## src/verilog/dpbb_defs.svh

```systemverilog
`ifndef DPBB_DEFS_SVH
`define DPBB_DEFS_SVH

// ==========================================================
// register indices (byte address = index * 4)
`define DPBB_IDX_FIRST     16'h1316
`define DPBB_NREG          27
`define DPBB_IDX_OLM1      16'h1316
`define DPBB_IDX_LVL1      16'h1317
`define DPBB_IDX_TIME1     16'h1318
`define DPBB_IDX_OLM2      16'h1319
`define DPBB_IDX_LVL2      16'h131a
`define DPBB_IDX_TIME2     16'h131b
`define DPBB_IDX_OCS       16'h131c
`define DPBB_IDX_PULL_LVL  16'h131d
`define DPBB_IDX_PULL_TIME 16'h131e
`define DPBB_IDX_PULL_FREQ 16'h131f
`define DPBB_IDX_WP        16'h1320
`define DPBB_IDX_RSV_A     16'h1321
`define DPBB_IDX_RSV_B     16'h1322
`define DPBB_IDX_HRS_H     16'h1323
`define DPBB_IDX_HRS_L     16'h1324
`define DPBB_IDX_DIR       16'h1325
`define DPBB_IDX_SOFT      16'h1326
`define DPBB_IDX_DISP      16'h1327
`define DPBB_IDX_SCREEN    16'h1328
`define DPBB_IDX_AUTOSAVE  16'h1329
`define DPBB_IDX_TSRC      16'h132a
`define DPBB_IDX_TRQ1      16'h132b
`define DPBB_IDX_TRQ2      16'h132c
`define DPBB_IDX_TRQ3      16'h132d
`define DPBB_IDX_TRQ4      16'h132e
`define DPBB_IDX_RAMPHOLD  16'h132f
`define DPBB_IDX_REVPREV   16'h1330
`define DPBB_IDX_FREQ      16'h1380
`define DPBB_IDX_STAT      16'h1381

// ==========================================================
// write-protect selector codes
`define DPBB_WP_SFT_ALL    16'h0000
`define DPBB_WP_SFT_FREQ   16'h0001
`define DPBB_WP_ALL        16'h0002
`define DPBB_WP_FREQ       16'h0003
`define DPBB_WP_RUN        16'h000a

// ==========================================================
// value limits
`define DPBB_LVL_MIN       16'h00c8
`define DPBB_LVL_MAX_S     16'h07d0
`define DPBB_LVL_MAX_L     16'h0708
`define DPBB_TIME_MIN      16'h000a
`define DPBB_TIME_MAX      16'h0bb8
`define DPBB_TRQ_MAX_S     16'h00c8
`define DPBB_TRQ_MAX_L     16'h00b4
`define DPBB_TRQ_NONE      16'h00ff
`define DPBB_OLM_MAX       16'h0003
`define DPBB_SEL3_MAX      16'h0002
`define DPBB_SEL5_MAX      16'h0004
`define DPBB_SCREEN_MAX    16'h0005
`define DPBB_FLAG_MAX      16'h0001
`define DPBB_SOFT_MAX      16'h00ff

// ==========================================================
// status bits, responses, reset values
`define DPBB_STAT_LOCK     0
`define DPBB_STAT_RANGE    1
`define DPBB_STAT_SFT      2
`define DPBB_STAT_RUN      3
`define DPBB_STAT_LARGE    4
`define DPBB_RESP_OKAY     2'h0
`define DPBB_RESP_SLVERR   2'h2
`define DPBB_DEF_LEVEL     16'h05dc
`define DPBB_DEF_TIME      16'h0064
`define DPBB_DEF_TRQ       16'h0096

`endif

```

## src/verilog/dpbb_pkg.sv

```systemverilog
`default_nettype none

`include "dpbb_defs.svh"

package dpbb_pkg;

    typedef logic [15:0] dpbb_word_t;

    typedef struct packed {
        logic                           sft_meta;
        logic                           sft_sync;
        logic                           run_meta;
        logic                           run_sync;
        logic                           big_meta;
        logic                           big_sync;
        dpbb_word_t [`DPBB_NREG-1:0]    bank;
        dpbb_word_t                     freq;
        logic                           lock_err;
        logic                           range_err;
        logic                           aw_have;
        dpbb_word_t                     aw_idx;
        logic                           w_have;
        logic [31:0]                    w_data;
        logic [3:0]                     w_strb;
        logic                           awready;
        logic                           wready;
        logic                           bvalid;
        logic [1:0]                     bresp;
        logic                           arready;
        logic                           rvalid;
        logic [31:0]                    rdata;
        logic [1:0]                     rresp;
    } dpbb_state_t;

endpackage : dpbb_pkg

`default_nettype wire

```

## src/verilog/dpbb_bank.sv

```systemverilog
`timescale 1ns/1ps
`default_nettype none

`include "dpbb_defs.svh"

module dpbb_bank #(
    parameter int ADDR_W = 16
) (
    input  wire logic              CLK,
    input  wire logic              SYS_RST,
    input  wire logic              SOFT_LOCK_TERMINAL,
    input  wire logic              MOTOR_RUNNING,
    input  wire logic              LARGE_DRIVE_CLASS,
    input  wire logic [ADDR_W-1:0] S_AXI_AWADDR,
    input  wire logic              S_AXI_AWVALID,
    output var  logic              S_AXI_AWREADY,
    input  wire logic [31:0]       S_AXI_WDATA,
    input  wire logic [3:0]        S_AXI_WSTRB,
    input  wire logic              S_AXI_WVALID,
    output var  logic              S_AXI_WREADY,
    output var  logic [1:0]        S_AXI_BRESP,
    output var  logic              S_AXI_BVALID,
    input  wire logic              S_AXI_BREADY,
    input  wire logic [ADDR_W-1:0] S_AXI_ARADDR,
    input  wire logic              S_AXI_ARVALID,
    output var  logic              S_AXI_ARREADY,
    output var  logic [31:0]       S_AXI_RDATA,
    output var  logic [1:0]        S_AXI_RRESP,
    output var  logic              S_AXI_RVALID,
    input  wire logic              S_AXI_RREADY
);

    dpbb_pkg::dpbb_state_t q_r;
    dpbb_pkg::dpbb_state_t q_nxt;
    dpbb_pkg::dpbb_word_t  wr_val;
    dpbb_pkg::dpbb_word_t  rd_idx;
    logic                  wr_mapped;
    logic                  wr_ok;
    logic                  rd_mapped;
    logic                  wr_locked;

    // ==========================================================
    // helpers
    function automatic dpbb_pkg::dpbb_word_t addr_idx(input logic [ADDR_W-1:0] a);
        addr_idx = 16'(a[ADDR_W-1:2]);
    endfunction : addr_idx

    function automatic logic [4:0] slot(input dpbb_pkg::dpbb_word_t idx);
        dpbb_pkg::dpbb_word_t d;
        d    = idx - `DPBB_IDX_FIRST;
        slot = d[4:0];
    endfunction : slot

    function automatic logic in_bank(input dpbb_pkg::dpbb_word_t idx);
        in_bank = (idx >= `DPBB_IDX_FIRST) && (idx <= `DPBB_IDX_REVPREV);
    endfunction : in_bank

    // current word at an index; unmapped and reserved read as zero
    function automatic dpbb_pkg::dpbb_word_t word_at(input dpbb_pkg::dpbb_state_t st,
                                                    input dpbb_pkg::dpbb_word_t  idx);
        word_at = 16'h0000;
        if (idx == `DPBB_IDX_FREQ) begin
            word_at = st.freq;
        end else if (idx == `DPBB_IDX_STAT) begin
            word_at[`DPBB_STAT_LOCK]  = st.lock_err;
            word_at[`DPBB_STAT_RANGE] = st.range_err;
            word_at[`DPBB_STAT_SFT]   = st.sft_sync;
            word_at[`DPBB_STAT_RUN]   = st.run_sync;
            word_at[`DPBB_STAT_LARGE] = st.big_sync;
        end else if (in_bank(idx)) begin
            word_at = st.bank[slot(idx)];
        end
    endfunction : word_at

    // byte-lane merge of the low half word
    function automatic dpbb_pkg::dpbb_word_t merge(input dpbb_pkg::dpbb_word_t old,
                                                  input logic [31:0]           d,
                                                  input logic [3:0]            strb);
        merge[7:0]  = strb[0] ? d[7:0]  : old[7:0];
        merge[15:8] = strb[1] ? d[15:8] : old[15:8];
    endfunction : merge

    // write-protect decision for one index
    function automatic logic locked(input dpbb_pkg::dpbb_word_t wp,
                                    input logic                 soft_lock_terminal,
                                    input logic                 run,
                                    input dpbb_pkg::dpbb_word_t idx);
        logic is_freq;
        is_freq = (idx == `DPBB_IDX_FREQ);
        locked  = 1'b0;
        case (wp)
            `DPBB_WP_SFT_ALL: begin
                locked = soft_lock_terminal;
            end
            `DPBB_WP_SFT_FREQ: begin
                locked = soft_lock_terminal && !is_freq;
            end
            `DPBB_WP_ALL: begin
                locked = 1'b1;
            end
            `DPBB_WP_FREQ: begin
                locked = !is_freq;
            end
            default: begin
                locked = 1'b0;
            end
        endcase
        // running motor freezes the bank unless selector says otherwise
        if (run && (wp != `DPBB_WP_RUN) && !is_freq) begin
            locked = 1'b1;
        end
        if ((idx == `DPBB_IDX_WP) || (idx == `DPBB_IDX_STAT)) begin
            locked = 1'b0;
        end
    endfunction : locked

    function automatic dpbb_pkg::dpbb_state_t reset_state();
        dpbb_pkg::dpbb_state_t r;
        r         = '0;
        r.awready = 1'b1;
        r.wready  = 1'b1;
        r.arready = 1'b1;
        r.bank[slot(`DPBB_IDX_LVL1)]      = `DPBB_DEF_LEVEL;
        r.bank[slot(`DPBB_IDX_LVL2)]      = `DPBB_DEF_LEVEL;
        r.bank[slot(`DPBB_IDX_PULL_LVL)]  = `DPBB_DEF_LEVEL;
        r.bank[slot(`DPBB_IDX_TIME1)]     = `DPBB_DEF_TIME;
        r.bank[slot(`DPBB_IDX_TIME2)]     = `DPBB_DEF_TIME;
        r.bank[slot(`DPBB_IDX_PULL_TIME)] = `DPBB_DEF_TIME;
        r.bank[slot(`DPBB_IDX_TRQ1)]      = `DPBB_DEF_TRQ;
        r.bank[slot(`DPBB_IDX_TRQ2)]      = `DPBB_DEF_TRQ;
        r.bank[slot(`DPBB_IDX_TRQ3)]      = `DPBB_DEF_TRQ;
        r.bank[slot(`DPBB_IDX_TRQ4)]      = `DPBB_DEF_TRQ;
        reset_state = r;
    endfunction : reset_state

    // ==========================================================
    // value checks for the pending write and the read address
    assign wr_val = merge(word_at(q_r, q_r.aw_idx), q_r.w_data, q_r.w_strb);
    assign rd_idx = addr_idx(S_AXI_ARADDR);
    assign wr_locked = locked(q_r.bank[slot(`DPBB_IDX_WP)], q_r.sft_sync,
                              q_r.run_sync, q_r.aw_idx);

    dpbb_range_check u_wr_check (
        .idx    (q_r.aw_idx),
        .value  (wr_val),
        .big    (q_r.big_sync),
        .mapped (wr_mapped),
        .ok     (wr_ok)
    );

    dpbb_range_check u_rd_check (
        .idx    (rd_idx),
        .value  (16'h0000),
        .big    (q_r.big_sync),
        .mapped (rd_mapped),
        .ok     ()
    );

    // ==========================================================
    // next state
    always_comb begin
        q_nxt = q_r;

        // pin synchronisers
        q_nxt.sft_meta = SOFT_LOCK_TERMINAL;
        q_nxt.sft_sync = q_r.sft_meta;
        q_nxt.run_meta = MOTOR_RUNNING;
        q_nxt.run_sync = q_r.run_meta;
        q_nxt.big_meta = LARGE_DRIVE_CLASS;
        q_nxt.big_sync = q_r.big_meta;

        // write address and data captured in either order
        if (q_r.awready && S_AXI_AWVALID) begin
            q_nxt.aw_have = 1'b1;
            q_nxt.aw_idx  = addr_idx(S_AXI_AWADDR);
        end
        if (q_r.wready && S_AXI_WVALID) begin
            q_nxt.w_have = 1'b1;
            q_nxt.w_data = S_AXI_WDATA;
            q_nxt.w_strb = S_AXI_WSTRB;
        end
        if (q_r.bvalid && S_AXI_BREADY) begin
            q_nxt.bvalid = 1'b0;
        end

        // commit once both halves are held
        if (q_r.aw_have && q_r.w_have && !q_r.bvalid) begin
            q_nxt.aw_have = 1'b0;
            q_nxt.w_have  = 1'b0;
            q_nxt.bvalid  = 1'b1;
            q_nxt.bresp   = `DPBB_RESP_SLVERR;
            if (!wr_mapped) begin
                q_nxt.bresp = `DPBB_RESP_SLVERR;
            end else if (wr_locked) begin
                q_nxt.lock_err = 1'b1;
            end else if (!wr_ok) begin
                q_nxt.range_err = 1'b1;
            end else begin
                q_nxt.bresp = `DPBB_RESP_OKAY;
                if (q_r.aw_idx == `DPBB_IDX_STAT) begin
                    // write one to clear
                    if (wr_val[`DPBB_STAT_LOCK]) begin
                        q_nxt.lock_err = 1'b0;
                    end
                    if (wr_val[`DPBB_STAT_RANGE]) begin
                        q_nxt.range_err = 1'b0;
                    end
                end else if (q_r.aw_idx == `DPBB_IDX_FREQ) begin
                    q_nxt.freq = wr_val;
                end else begin
                    q_nxt.bank[slot(q_r.aw_idx)] = wr_val;
                end
            end
        end
        q_nxt.awready = !q_nxt.aw_have && !q_nxt.bvalid;
        q_nxt.wready  = !q_nxt.w_have && !q_nxt.bvalid;

        // read channel
        if (q_r.rvalid && S_AXI_RREADY) begin
            q_nxt.rvalid = 1'b0;
        end
        if (q_r.arready && S_AXI_ARVALID) begin
            q_nxt.rvalid = 1'b1;
            q_nxt.rdata  = {16'h0000, word_at(q_r, rd_idx)};
            q_nxt.rresp  = rd_mapped ? `DPBB_RESP_OKAY : `DPBB_RESP_SLVERR;
        end
        q_nxt.arready = !q_nxt.rvalid;
    end

    // ==========================================================
    // state register
    always_ff @(posedge CLK) begin
        if (SYS_RST) begin
            q_r <= reset_state();
        end else begin
            q_r <= q_nxt;
        end
    end

    // ==========================================================
    // outputs
    assign S_AXI_AWREADY = q_r.awready;
    assign S_AXI_WREADY  = q_r.wready;
    assign S_AXI_BVALID  = q_r.bvalid;
    assign S_AXI_BRESP   = q_r.bresp;
    assign S_AXI_ARREADY = q_r.arready;
    assign S_AXI_RVALID  = q_r.rvalid;
    assign S_AXI_RDATA   = q_r.rdata;
    assign S_AXI_RRESP   = q_r.rresp;

endmodule : dpbb_bank

`default_nettype wire

```

## src/verilog/dpbb_range_check.sv

```systemverilog
`timescale 1ns/1ps
`default_nettype none

`include "dpbb_defs.svh"

module dpbb_range_check (
    input  wire dpbb_pkg::dpbb_word_t idx,
    input  wire dpbb_pkg::dpbb_word_t value,
    input  wire logic                 big,
    output var  logic                 mapped,
    output var  logic                 ok
);

    // ==========================================================
    // per-register legal values
    always_comb begin
        mapped = 1'b1;
        ok     = 1'b0;
        case (idx)
            `DPBB_IDX_OLM1, `DPBB_IDX_OLM2: begin
                ok = (value <= `DPBB_OLM_MAX);
            end
            `DPBB_IDX_LVL1, `DPBB_IDX_LVL2, `DPBB_IDX_PULL_LVL: begin
                ok = (value >= `DPBB_LVL_MIN) &&
                     (value <= (big ? `DPBB_LVL_MAX_L : `DPBB_LVL_MAX_S));
            end
            `DPBB_IDX_TIME1, `DPBB_IDX_TIME2, `DPBB_IDX_PULL_TIME: begin
                ok = (value >= `DPBB_TIME_MIN) && (value <= `DPBB_TIME_MAX);
            end
            `DPBB_IDX_OCS, `DPBB_IDX_AUTOSAVE, `DPBB_IDX_RAMPHOLD: begin
                ok = (value <= `DPBB_FLAG_MAX);
            end
            `DPBB_IDX_REVPREV: begin
                ok = (value <= `DPBB_FLAG_MAX);
            end
            `DPBB_IDX_PULL_FREQ: begin
                ok = (value <= `DPBB_SEL3_MAX);
            end
            `DPBB_IDX_DIR: begin
                ok = (value <= `DPBB_SEL3_MAX);
            end
            `DPBB_IDX_WP: begin
                ok = (value <= `DPBB_WP_FREQ) || (value == `DPBB_WP_RUN);
            end
            `DPBB_IDX_HRS_H, `DPBB_IDX_HRS_L: begin
                ok = 1'b1;
            end
            `DPBB_IDX_SOFT: begin
                ok = (value <= `DPBB_SOFT_MAX);
            end
            `DPBB_IDX_DISP: begin
                ok = (value <= `DPBB_SEL5_MAX);
            end
            `DPBB_IDX_SCREEN: begin
                ok = (value <= `DPBB_SCREEN_MAX);
            end
            `DPBB_IDX_TSRC: begin
                ok = (value <= `DPBB_SEL5_MAX);
            end
            `DPBB_IDX_TRQ1, `DPBB_IDX_TRQ2, `DPBB_IDX_TRQ3, `DPBB_IDX_TRQ4: begin
                ok = (value <= (big ? `DPBB_TRQ_MAX_L : `DPBB_TRQ_MAX_S)) ||
                     (value == `DPBB_TRQ_NONE);
            end
            `DPBB_IDX_FREQ, `DPBB_IDX_STAT: begin
                ok = 1'b1;
            end
            default: begin
                mapped = 1'b0;
            end
        endcase
    end

endmodule : dpbb_range_check

`default_nettype wire
```

## config.mk

```make
export PLATFORM = sky130hd
export DESIGN_NAME = dpbb_bank
export DESIGN_NICKNAME = d
export VERILOG_FILES = /design/src/verilog/dpbb_pkg.sv /design/src/verilog/dpbb_bank.sv /design/src/verilog/dpbb_range_check.sv
export VERILOG_INCLUDE_DIRS = /design/src /design/src/verilog
export SDC_FILE = /design/constraint.sdc
export NUM_CORES = 1
export LEC_CHECK = 0
export BUFFER_PORTS_ARGS = -buffer_cell sky130_fd_sc_hd__buf_2
export CAP_MARGIN = 20
export CORE_MARGIN = 1.5
export CORE_UTILIZATION = 57
export DETAILED_ROUTE_END_ITERATION = 8
export GPL_TIMING_DRIVEN = 0
export PLACE_DENSITY = 0.81
export SYNTH_ARGS = -nofsm -noshare
export SYNTH_HDL_FRONTEND = slang
export SYNTH_SLANG_ARGS = --single-unit
```

## constraint.sdc

```tcl
create_clock -name CLK -period 7.05 [get_ports CLK]
set_input_delay 0 -clock CLK [delete_from_list [all_inputs] [get_ports CLK]]
set_output_delay 0 -clock CLK [all_outputs]
set_load 0.02 [all_outputs]
```

==> metrics.yaml <==
antenna_found_initial: 12
io_pins: 119
drive_above_1_share_pct: 21.4
max_slew_margin_pct: 12.5
clock_skew_ns: 0.0242
postSynthAreaPerCell_um2: 10.2
met2WireLength_mm: 52.6
dr.pass1.iters: 8
cts_buffer_depth: 3
netlist.area_leader.share_pct: 36.8
synth_top_family_by_area: "multiplexers"
track_usage_pct: 49.5
fmax_mhz: 142
synth_simple_gate_area_share_pct: 15.8
leakage_nw: 13.9
synth-edff-count: 0
place_ws_ns: -1.71
critPathArrivalTime_ns: 7.54
syn-instance-count: 2725
path_max_fanout: 19
num-fill-cells: 3729
power_w: 0.00698
wirelength_mm: 125
drtIter0Drc: 4007
synth_xor_area_share_pct: 0.251
r2r_cells: 22
crit_path_start: "q_r[79]$_SDFFE_PP0P_"
layout.nets: 3088
ant_nets: 0
die_w_um: 224
dp_hpwl_mm: 90.2
internal-power_w: 0.00497
power.density_mw_per_mm2: 215
hold_class: "input port to register"
pwr-share-clk_pct: 43.1
yosysMostFrequentCell: "dfxtp_1"
top_layer_used: "met5"
fin_crit_sh_pct: 100
pwr-share-seq_pct: 42.2
async_flop_share_pct: 0
ir_drop_mv: 0.203
yosys.area_share.adder_pct: 0.574
crit_type: "register to register"
slew_viol_final: 0
synth_seq_cells: 513
wire_per_inst_um: 34.2
synth_common_cells: "513 x dfxtp_1, 414 x nand2_1, 348 x mux2i_1, 193 x mux4_2, 169 x nor2_1"
met3_length_mm: 17.8
ys_types: 100
netSwitchingPower_w: 0.00201
clock-sinks: 513
gpl.final_weighted_congestion: 1.04
worstSetupEndpointType: "register"
yosys_warnings: 0
tightestPinTransition_ns: 1.31
vias_per_cell: 7.07
p_comb_share_pct: 14.6
cts_root_buffer: "clkbuf_16"
status: "finished, violations left"
htreeDepth: 2
cts_tree: "built"
cp.required_ns: 7.54
clkTransAtPathRegs_ns: 0.07
yosys_most_used_dff: "dfxtp_1"
setup_viol: 3
yosysTopAreaCell: "dfxtp_1"
synthTopCellsByArea: "dfxtp_1 37%, mux4_2 16%, mux2i_1 12%"
std_cell_rows: 80
synth-compound-area-share_pct: 10.5
m1WireLength_mm: 43.0
start_kind: "register"
rr_startpoint: "q_r[79]$_SDFFE_PP0P_"
drc: 0
ys_seq_area_share_pct: 36.8
synth_area_mm2: 0.0279
rsz0062_at_grt: "no"
grt_pass1_wl_mm: 176
grt_max_degree: 16
violations: "setup timing"
place.port_buffers: 77
final_util_pct: 67.6
cts-buffers-inserted: 53
syn2layout_area_growth_pct: 16.4
grt_pass1_vias: 24900
dr_total_vias: 25900
r2r_slack_ns: -0.003
setup_slack_ns: -0.00339
die_h_um: 224
initial_core_util_pct: 58.1
period_needed_ns: 7.05
clock_latency_ns: 0.65
die_area_mm2: 0.0503
synth_mux_area_share_pct: 29.7
overflow: 0
hold_viol_final: 0
power_switching_share_pct: 28.8
core_area_mm2: 0.0480
cap_violations: 0
==> kinds of logic (layout without fill, tap and decap cells) <==
| family | after synthesis | in the layout |
|---|---|---|
| flops | 513 | 513 |
| buf+inv | 297 | 596 |
| simple gates | 940 | 940 |
| compound gates | 381 | 381 |
| mux | 572 | 572 |
| other cells | 1 | 22 |
| fa+ha+maj | 13 | 13 |
| xor+xnor | 8 | 8 |
==> how the worst min path moves through the flow <==
stage | startpoint | to | depth (start not counted)
after floorplan | LARGE_DRIVE_CLASS | q_nxt[545]$_SDFF_PP0_ | 1
after CTS | S_AXI_WVALID | q_r[77]$_SDFF_PP0_ | 5
after detailed placement | MOTOR_RUNNING | q_nxt[547]$_SDFF_PP0_ | 2
after global routing | S_AXI_ARADDR[15] | S_AXI_RDATA[5]$_SDFFE_PP0P_ | 4
final | S_AXI_AWVALID | q_r[94]$_SDFF_PP0_ | 5
after global placement | LARGE_DRIVE_CLASS | q_nxt[545]$_SDFF_PP0_ | 2
==> layer usage <==
metal / global-route usage (%) / up-vias
met5: 1.08 / -
met4: 38.2 / 12
met3: 17.6 / 636
met2: 73.4 / 2170
met1: 58.6 / 12500
li1: - / 10500
==> stage by stage <==
stage          cells  hold slack (ns)  cell area [µm²]  setup TNS (ns)
2_1_floorplan   2742            0.128            28000               0
3_3_place_gp    3434            0.227            29100        -1038.69
3_5_place_dp    3447            0.225            29300         -601.43
4_1_cts         3647          0.00149            32300               0
5_1_grt         3656           0.0724            32500               0
6_report        3660           0.0292            32500        -0.00363
==> critical path, cell delays in order, from the launching register on <==
cell and delay, ns:
dfxtp_1 0.37, buf_6 0.22, buf_12 0.19, buf_12 0.27, inv_1 0.15, ha_2 0.37, buf_4 0.23, nor3b_1 0.17
a31oi_2 0.23, buf_8 0.23, buf_2 0.43, o22ai_1 0.26, nor3_1 0.40, nand4b_1 0.25, a21oi_1 0.78, nor4_1 0.23
and4b_4 0.29, o32ai_4 0.84, buf_6 0.33, o31ai_4 0.09, buf_4 0.19, buf_6 0.17, mux2i_1 0.15
==> power by group through the flow <==
stage | logic [W] | registers, W | clock network (W)
floorplan | 0.000510 | 0.00301 | 0
global placement | 0.000877 | 0.00301 | 0
detailed placement | 0.000897 | 0.00301 | 0
CTS | 0.000952 | 0.00295 | 0.00297
global route | 0.00102 | 0.00295 | 0.00310
finish | 0.00102 | 0.00295 | 0.00301
==> cell usage in the layout (no fill, tap or decap), drive strengths merged, types with 12 or more instances in the layout <==
master and count:
mux4 200, nor4 13, a211oi 16, nor3 69, a221oi 16, a31oi 13, inv 25, ha 12
o22ai 23, mux2 24, o2bb2ai 12, nand4 13, dlygate4sd1 19, nor2 169, and2 14, conb 18
mux2i 348, dfxtp 513, buf 274, nand2b 21, o31ai 27, and3 122, a21oi 139, o21ai 52
dlygate4sd3 63, clkbuf 196, nand3 33, nor2b 18, nand2 414
==> timing repair <==
action,4_1_cts,5_1_grt
hold buffers,63,0
pin swaps,26,6
resized for setup,31,17
buffers inserted,39,6
endpoints found under the setup margin,434,423
endpoints found under the hold margin,46,0
==> cell type report <==
type / count / area, µm² / area share, %
Clock buffer: 81 / 1570 / 4.84
Inverter: 27 / 105 / 0.323
Buffer: 268 / 1700 / 5.23
Sequential cell: 513 / 10300 / 31.6
Tap cell: 615 / 769 / 2.37
Clock inverter: 17 / 265 / 0.816
Timing Repair Buffer: 203 / 1650 / 5.09
Multi-Input combinational cell: 1932 / 16200 / 49.7
Antenna cell: 4 / 10.0 / 0.0308
No activity file was read; power rests on OpenSTA's default activity.
